--- src/rtl/test_regs_pkg.sv ---
// Constants, types and decode helpers for the integration test registers.
// Assumes a word-only bus slave with register offsets in bits [11:0].
package test_regs_pkg;

    // ****************************************************************
    // Register map
    // ****************************************************************

    // Byte offset of the control register.
    localparam logic [11:0] CTRL_OFFSET = 12'h200;
    // Number of override groups behind the control register.
    localparam int NUM_GROUPS = 8;
    // Byte offsets of the groups, in slot order one to eight.
    localparam logic [11:0] GROUP_OFFSET [NUM_GROUPS] = '{
        12'h204, 12'h208, 12'h20c, 12'h210,
        12'h214, 12'h218, 12'h21c, 12'h220
    };
    // Implemented bits of each group; the rest read as zero.
    localparam logic [7:0] GROUP_MASK [NUM_GROUPS] = '{
        8'hff, 8'h0f, 8'hff, 8'h0f,
        8'hff, 8'h0f, 8'hff, 8'h0f
    };
    // Position of the test enable in the control register.
    localparam int unsigned ENABLE_BIT = 0;
    // Reset value of the test enable.
    localparam logic CTRL_RESET = 1'b0;
    // Reset value of every stored test value.
    localparam logic [7:0] TEST_VALUE_RESET = 8'h00;

    // ****************************************************************
    // Bus encodings and timing
    // ****************************************************************

    // Wait states inserted before a read or a write completes.
    localparam logic [2:0] READ_WAIT_STATES = 3'h3;
    localparam logic [2:0] WRITE_WAIT_STATES = 3'h4;
    // Transfer type bit that marks an active transfer.
    localparam int unsigned TRANS_ACTIVE_BIT = 1;
    // Only word transfers are legal.
    localparam logic [2:0] HSIZE_WORD = 3'h2;
    // Responses used by this slave.
    localparam logic [1:0] HRESP_OKAY = 2'h0;
    localparam logic [1:0] HRESP_ERROR = 2'h1;
    // Protection bit that marks a privileged access.
    localparam int unsigned PROT_PRIV_BIT = 1;
    // Slot codes for the control register and for a miss.
    localparam logic [3:0] SLOT_CTRL = 4'h0;
    localparam logic [3:0] SLOT_NONE = 4'hf;

    // ****************************************************************
    // Types
    // ****************************************************************

    // Bus phase of the slave.
    typedef enum logic [1:0] {
        st_idle,
        st_wait,
        st_error
    } bus_state_e;

    // Data phase context captured with the address phase.
    typedef struct packed {
        logic write;
        logic [3:0] slot;
        logic privileged;
    } xfer_s;

    // Maps a word address onto a slot code.
    function automatic logic [3:0] decode_slot(input logic [9:0] word_addr);
        logic [3:0] slot;
        slot = SLOT_NONE;
        if (word_addr == CTRL_OFFSET[11:2]) begin
            slot = SLOT_CTRL;
        end
        for (int g = 0; g < NUM_GROUPS; g++) begin
            if (word_addr == GROUP_OFFSET[g][11:2]) begin
                slot = 4'(g + 1);
            end
        end
        return slot;
    endfunction : decode_slot

endpackage : test_regs_pkg

--- src/rtl/trigger_integration_test_regs.sv ---
// Integration test registers of one trigger interface unit, word slave.
// Assumes the bus ready input is the combined ready of all slaves and
// that functional outputs come from logic on the same clock.
//
// Behaviour
// Bit zero enables test mode, reset clear.
// Reserved upper bits read as zero.
// Reads take three, writes four wait states.
// Test mode: input registers override internal inputs.
// Normal mode: input registers read live pins.
// Trigger fields eight bits, channel four.
// Test mode: output registers drive the outputs.
// Normal mode: output registers read functional values.
// Software uses test registers only in test.
// Master issues word transfers only.
// Protection bit one marks privileged access.
// Responses are only OKAY or ERROR.
// Own ready low stretches, high completes.
// Accept address only while bus ready high.
// Decode word address bits eleven to two.
// Thirty-two bit read and write data.
// Each unit has its own slave port.
// Test registers writable only in test mode.
// Unimplemented bits read zero, ignore writes.
// Reset clears the test enable.
`timescale 1ns/1ps
module trigger_integration_test_regs
    import test_regs_pkg::*;
(
    // Clock and reset.
    input wire logic clock,
    input wire logic rstn,
    // Register bus.
    input wire logic hsel,
    input wire logic [11:2] haddr,
    input wire logic [1:0] htrans,
    input wire logic hwrite,
    input wire logic [2:0] hsize,
    input wire logic [3:0] hprot,
    input wire logic [31:0] hwdata,
    input wire logic hready_in,
    output logic hreadyout,
    output logic [1:0] hresp,
    output logic [31:0] hrdata,
    // Pins into the unit.
    input wire logic [7:0] trigger_input,
    input wire logic [3:0] channel_input,
    input wire logic [7:0] trigger_output_ack,
    input wire logic [3:0] channel_output_ack,
    // Inputs as seen by the internal logic.
    output logic [7:0] core_trigger_input,
    output logic [3:0] core_channel_input,
    output logic [7:0] core_trigger_output_ack,
    output logic [3:0] core_channel_output_ack,
    // Values the functional logic drives.
    input wire logic [7:0] func_trigger_output,
    input wire logic [3:0] func_channel_output,
    input wire logic [7:0] func_trigger_input_ack,
    input wire logic [3:0] func_channel_input_ack,
    // Pins out of the unit.
    output logic [7:0] trigger_output,
    output logic [3:0] channel_output,
    output logic [7:0] trigger_input_ack,
    output logic [3:0] channel_input_ack,
    // Status.
    output logic integration_test_enable,
    output logic privileged_access
);

    // ****************************************************************
    // Bus slave state
    // ****************************************************************

    bus_state_e state_reg; // Phase of the current transfer.
    bus_state_e state_next;
    logic [2:0] cnt_reg; // Wait states still to insert.
    logic [2:0] cnt_next;
    xfer_s xfer_reg; // Context of the data phase.
    xfer_s xfer_next;
    logic hreadyout_reg; // Own ready output.
    logic hreadyout_next;
    logic [1:0] hresp_reg; // Response output.
    logic [1:0] hresp_next;
    logic [31:0] hrdata_reg; // Read data output.
    logic [31:0] hrdata_next;
    logic enable_reg; // Test enable.
    logic enable_next;
    logic priv_reg; // Privilege of the last accepted transfer.
    logic priv_next;
    logic wr_fire; // Write completes in this cycle.
    logic accept; // Address phase taken in this cycle.
    logic [3:0] req_slot; // Slot addressed by the address phase.
    logic req_bad; // Address phase to be refused.
    logic [7:0] src_arr [NUM_GROUPS]; // Sources of the groups.
    logic [7:0] value_arr [NUM_GROUPS]; // Selected values of the groups.

    // A transfer is taken only while the whole bus is ready.
    assign accept = hreadyout_reg && hready_in && hsel
                    && htrans[TRANS_ACTIVE_BIT];
    assign req_slot = decode_slot(haddr);
    // Misses and non-word sizes get the two-cycle error.
    assign req_bad = (req_slot == SLOT_NONE)
                     || (hsize != HSIZE_WORD);

    // Computes the next bus phase, outputs and register writes.
    always_comb begin
        state_next = state_reg;
        cnt_next = cnt_reg;
        xfer_next = xfer_reg;
        hreadyout_next = 1'b1;
        hresp_next = HRESP_OKAY;
        hrdata_next = 32'h0000_0000;
        enable_next = enable_reg;
        priv_next = priv_reg;
        wr_fire = 1'b0;
        case (state_reg)
            st_idle: begin
                // Capture the address phase and start stretching.
                if (accept) begin
                    xfer_next.write = hwrite;
                    xfer_next.slot = req_slot;
                    xfer_next.privileged = hprot[PROT_PRIV_BIT];
                    priv_next = hprot[PROT_PRIV_BIT];
                    hreadyout_next = 1'b0;
                    if (req_bad) begin
                        state_next = st_error;
                        hresp_next = HRESP_ERROR;
                    end else begin
                        state_next = st_wait;
                        cnt_next = hwrite ? WRITE_WAIT_STATES
                                          : READ_WAIT_STATES;
                    end
                end
            end
            st_wait: begin
                if (cnt_reg > 3'h1) begin
                    // Further wait state.
                    cnt_next = cnt_reg - 3'h1;
                    hreadyout_next = 1'b0;
                end else begin
                    // Last wait state: complete in the next cycle.
                    state_next = st_idle;
                    if (xfer_reg.write) begin
                        wr_fire = 1'b1;
                        if (xfer_reg.slot == SLOT_CTRL) begin
                            enable_next = hwdata[ENABLE_BIT];
                        end
                    end else if (xfer_reg.slot == SLOT_CTRL) begin
                        hrdata_next = {31'h0, enable_reg};
                    end else begin
                        // Group values are already masked to width.
                        hrdata_next = {24'h0,
                            value_arr[3'(xfer_reg.slot - 4'h1)]};
                    end
                end
            end
            st_error: begin
                // Second cycle of the error response.
                state_next = st_idle;
                hresp_next = HRESP_ERROR;
            end
            default: begin
                state_next = st_idle;
            end
        endcase
    end

    // Registers the bus phase; all state belongs to this one port.
    always_ff @(posedge clock or negedge rstn) begin
        if (!rstn) begin
            state_reg <= st_idle;
            cnt_reg <= 3'h0;
            xfer_reg <= '0;
            hreadyout_reg <= 1'b1;
            hresp_reg <= HRESP_OKAY;
            hrdata_reg <= 32'h0000_0000;
            enable_reg <= CTRL_RESET;
            priv_reg <= 1'b0;
        end else begin
            state_reg <= state_next;
            cnt_reg <= cnt_next;
            xfer_reg <= xfer_next;
            hreadyout_reg <= hreadyout_next;
            hresp_reg <= hresp_next;
            hrdata_reg <= hrdata_next;
            enable_reg <= enable_next;
            priv_reg <= priv_next;
        end
    end

    // ****************************************************************
    // Override groups
    // ****************************************************************

    // Pin groups first, then the functional outputs, in slot order.
    assign src_arr[0] = trigger_input;
    assign src_arr[1] = {4'h0, channel_input};
    assign src_arr[2] = trigger_output_ack;
    assign src_arr[3] = {4'h0, channel_output_ack};
    assign src_arr[4] = func_trigger_output;
    assign src_arr[5] = {4'h0, func_channel_output};
    assign src_arr[6] = func_trigger_input_ack;
    assign src_arr[7] = {4'h0, func_channel_input_ack};

    generate
        for (genvar g = 0; g < NUM_GROUPS; g++) begin : g_group
            // Writes in normal mode are ignored.
            override_cell #(
                .SYNC(g < 4),
                .MASK(GROUP_MASK[g])
            ) u_cell (
                .clock(clock),
                .rstn(rstn),
                .enable(enable_reg),
                .wr_en(wr_fire && enable_reg
                       && (xfer_reg.slot == 4'(g + 1))),
                .wr_data(hwdata[7:0]),
                .src(src_arr[g]),
                .value(value_arr[g])
            );
        end
    endgenerate

    // ****************************************************************
    // Outputs
    // ****************************************************************

    assign hreadyout = hreadyout_reg;
    assign hresp = hresp_reg;
    assign hrdata = hrdata_reg;
    assign core_trigger_input = value_arr[0];
    assign core_channel_input = value_arr[1][3:0];
    assign core_trigger_output_ack = value_arr[2];
    assign core_channel_output_ack = value_arr[3][3:0];
    assign trigger_output = value_arr[4];
    assign channel_output = value_arr[5][3:0];
    assign trigger_input_ack = value_arr[6];
    assign channel_input_ack = value_arr[7][3:0];
    assign integration_test_enable = enable_reg;
    assign privileged_access = priv_reg;
endmodule : trigger_integration_test_regs

--- src/rtl/override_cell.sv ---
// One override group: a stored test value and the mux that picks it.
// Assumes enable and write strobe come from the same clock domain.
`timescale 1ns/1ps
module override_cell
    import test_regs_pkg::*;
#(
    parameter bit SYNC = 1'b0,
    parameter logic [7:0] MASK = 8'hff
) (
    // Clock and reset.
    input wire logic clock,
    input wire logic rstn,
    // Control from the register slave.
    input wire logic enable,
    input wire logic wr_en,
    input wire logic [7:0] wr_data,
    // Functional source and the selected value.
    input wire logic [7:0] src,
    output logic [7:0] value
);

    // ****************************************************************
    // Source capture
    // ****************************************************************

    logic [7:0] live; // Source as seen by the mux.

    generate
        if (SYNC) begin : g_sync
            logic [7:0] sync1_reg; // First stage, read only by the second.
            logic [7:0] sync2_reg; // Second stage, safe to use.
            // Two stages guard against a pin from another domain.
            always_ff @(posedge clock or negedge rstn) begin
                if (!rstn) begin
                    sync1_reg <= 8'h00;
                    sync2_reg <= 8'h00;
                end else begin
                    sync1_reg <= src;
                    sync2_reg <= sync1_reg;
                end
            end
            assign live = sync2_reg;
        end else begin : g_direct
            // Same-domain logic is used as it stands.
            assign live = src;
        end
    endgenerate

    // ****************************************************************
    // Test value and mux
    // ****************************************************************

    logic [7:0] test_reg; // Stored test value.
    logic [7:0] test_next;
    logic [7:0] value_reg; // Registered mux output.
    logic [7:0] value_next;

    // Unimplemented bits are dropped on write and on the mux.
    always_comb begin
        test_next = test_reg;
        if (wr_en) begin
            test_next = wr_data & MASK;
        end
        value_next = (enable ? test_reg : live) & MASK;
    end

    // Registers the test value and the selected value.
    always_ff @(posedge clock or negedge rstn) begin
        if (!rstn) begin
            test_reg <= TEST_VALUE_RESET;
            value_reg <= TEST_VALUE_RESET;
        end else begin
            test_reg <= test_next;
            value_reg <= value_next;
        end
    end

    assign value = value_reg;

endmodule : override_cell

--- config.mk ---
export PLATFORM = sky130hd
export DESIGN_NAME = trigger_integration_test_regs
export DESIGN_NICKNAME = d
export VERILOG_FILES = /design/src/rtl/test_regs_pkg.sv /design/src/rtl/trigger_integration_test_regs.sv /design/src/rtl/override_cell.sv
export SDC_FILE = /design/constraint.sdc
export NUM_CORES = 1
export LEC_CHECK = 0
export ABC_AREA = 1
export BUFFER_PORTS_ARGS = -buffer_cell sky130_fd_sc_hd__buf_2
export CORE_MARGIN = 4
export CORE_UTILIZATION = 31
export CTS_BUF_LIST = sky130_fd_sc_hd__clkbuf_4 sky130_fd_sc_hd__clkbuf_8
export DETAILED_ROUTE_END_ITERATION = 7
export PLACE_DENSITY_LB_ADDON = 0.2
export SLEW_MARGIN = 20
export SYNTH_ARGS = -nofsm -noshare
export SYNTH_HDL_FRONTEND = slang
export SYNTH_SLANG_ARGS = --single-unit
--- constraint.sdc ---
create_clock -name clock -period 4.3 [get_ports clock]
set_input_delay 0.43 -clock clock [delete_from_list [all_inputs] [get_ports clock]]
set_output_delay 0.43 -clock clock [all_outputs]
set_load 0.05 [all_outputs]
==> impl_metrics.yaml <==
outcome:
  status: "finished, final reports clean"
sta:
  worst_clock_skew_ps: 14.4
  hold_slack_ps: 20.7
  finalHoldViolations: 0
  final.setup.tns_ps: 0
  period_minus_slack_ps: 2580
  tightest_slew_ps: 1000
  rsz0062_at_grt: "false"
  setup_viol_count_final: 0
  fin_crit_sh_pct: 60.1
  slew_viol_final: 0
  max_slew_margin_pct: 32.7
  fmax_ghz: 0.387
worst_setup_path:
  r2r_start: "xfer_reg[1]"
  start_kind: "register"
  rr_worst_depth: 8
  critical_path.startpoint: "xfer_reg[1]"
  r2r_setup_slack_ps: 1720
  crit_end: "hrdata[1]"
  worst_ep_arrival_time_ps: 2960
  crit_required_ps: 4670
  critPathKind: "register to register"
  end_kind: "register"
  worst-path-max-fanout: 19
  r2r_end: "hrdata[1]"
power:
  p_sw_share_pct: 30.3
  power_frac_comb_pct: 13.8
  power_switching_uw: 933
  vdd_ir_drop_max_mv: 0.174
  share_seq_of_total_power_pct: 52.5
  p_int_uw: 2150
  finalPower_uw: 3080
  p_clk_share_pct: 33.7
  power-per-cell-area_nw_per_um2: 404
  p_leak_uw: 0.00382
floorplanning:
  die_area_um2: 23000
  io_pins: 189
  rows: 52
  initial_utilization_pct: 31.6
  die_w_um: 152
  die_h_um: 152
  core-area_um2: 20300
cts:
  clk_pin_slew_worst_paths_ps: 90
  clockRootBuffer: "clkbuf_8"
  cts_resized: 0
  clock_path_buffers: 2
  clock-sinks: 166
  tritoncts: "done"
  cts_hold_buffers: 0
  clk_latency_ps: 440
  numCtsBuffers: 17
  htreeDepth: 4
  cts_setup_buffers: 0
route:
  drt_pre_antenna_iters: 4
  drc: 0
  routedWlPerCell_um: 14.8
  wirelength_mm: 16.0
  drt_iter0_drc: 219
  drtAntennaViolNets: 0
  viasPerCell: 4.38
  vias: 4737
synthesis:
  ys_async_sr_fraction_pct: 100
  synth-seq-cells: 166
  synth_largest_type_area_fraction_pct: 64.5
  yosysWarnings: 0
  syn_inst: 663
  ys_top_cells_by_area: "dfrtp_1 64%, nand2_1 15%, o21ai_0 5.9%"
  syn_area_per_cell_um2: 9.66
  synth-edff-count: 0
  syn-cell-area_um2: 6400
  synth_top_flop_cell: "dfrtp_1"
  ys_seq_area_share_pct: 64.9
  ys_types: 25
  yosysTopAreaCell: "dfrtp_1"
  synth_common_cells: "257 x nand2_1, 165 x dfrtp_1, 75 x o21ai_0, 37 x nor2_1, 33 x inv_1"
  yosysMostFrequentCell: "nand2_1"
min_path:
  hold_class: "input pin to async pin"
grt:
  first_global_vias: 4532
  grt_pass1_wl_mm: 24.6
  grt_overflow: 0
  grtUsageTotal_pct: 14.3
  grt_max_degree: 85
  antenna_found_initial: 1
final_layout:
  multi_input_area_um2: 1910
  drive_gt1_share_pct: 22.1
  nNetsFinal: 908
  area_growth_pct: 19.1
  regArea_um2: 4160
  nFillCells: 2143
  fin_cells: 1082
placed_design:
  numPortBuffers: 135
  gp_congestion: 0.774
  post-dp-hpwl_mm: 11.1
  dpl.cell_count: 1049
flow_run:
  cap_violations: 0
[kinds of logic after synthesis]
kind of cell,count (synthesis),share of synthesized area (%)
buffers and inverters,81,6.68
other,1,0.0585
adder cells (fa/ha/maj),6,1.17
AND/OR/NAND/NOR,317,19.7
XOR/XNOR,2,0.274
AO/OA/AOI/OAI,90,7.27
flip-flops,166,64.9
[worst max-delay path, cell delays in order (launching register included)]
cell and delay [ps]:
dfrtp_1 380, inv_1 440, ha_1 330, buf_4 210
inv_1 470, o21ai_0 180, o22ai_1 250, o21ai_0 120
nor2_1 100
[power by group through the flow]
stage               logic, uW  registers [uW]  clock network (uW)
floorplan                 263            1660                   0
global placement          426            1650                   0
detailed placement        429            1650                   0
CTS                       431            1620                1090
global route              481            1620                1160
finish                    427            1620                1040
[final cells by class]
type | count | area share [%]
antenna | 1 | 0.0328
clock buffer | 19 | 3.35
clock inverter | 13 | 1.48
inverter | 34 | 1.67
multi-input combinational | 440 | 25.1
sequential | 166 | 54.5
tap | 270 | 4.43
timing repair buffer | 139 | 9.50
[stage by stage]
stage / utilization, % / instance area (um^2) / worst slack, ps
5_1_grt: 37.6 / 7630 / 1480
3_3_place_gp: 35.8 / 7260 / 1700
4_1_cts: 37.6 / 7630 / 1670
6_report: 37.6 / 7630 / 1720
3_5_place_dp: 35.8 / 7260 / 1700
2_1_floorplan: - / 6490 / 2020
[how the worst min path moves through the flow]
stage	start	end	slack, ps	cells past startpoint
after CTS	rstn	g_group[6].u_cell.value[4]	50	1
after global routing	trigger_input[5]	g_group[0].u_cell.g_sync.sync1_reg[5]	40	1
after global placement	g_group[0].u_cell.g_sync.sync1_reg[1]	g_group[0].u_cell.g_sync.sync2_reg[1]	330	0
after detailed placement	g_group[0].u_cell.g_sync.sync1_reg[4]	g_group[0].u_cell.g_sync.sync2_reg[4]	330	0
final	rstn	g_group[6].u_cell.value[4]	20	1
after floorplan	rstn	cnt_reg[0]	130	0
[metal layers]
layer | global-route usage (%) | up-vias | share of wire (%)
li1 | - | 2310 | -
met1 | 18.7 | 2255 | 43
met2 | 22.8 | 161 | 48
met3 | 4.61 | 11 | 7.8
met4 | 4.31 | 0 | 1.2
met5 | 0 | - | 0
[cell usage in the layout (no fill, tap or decap), drive strengths merged]
cell / n
a21oi: 5
nand3b: 1
conb: 25
nor3b: 1
o22ai: 7
clkbuf: 19
ha: 6
xnor2: 2
nand4: 3
buf: 139
nand3: 16
and2: 1
o31ai: 1
dfstp: 1
o211ai: 1
clkinvlp: 2
o21ai: 75
nor3: 1
clkinv: 5
nor2: 37
nand2: 257
a31oi: 1
dfrtp: 165
inv: 40
diode: 1
(Power assumes the default switching activity.)
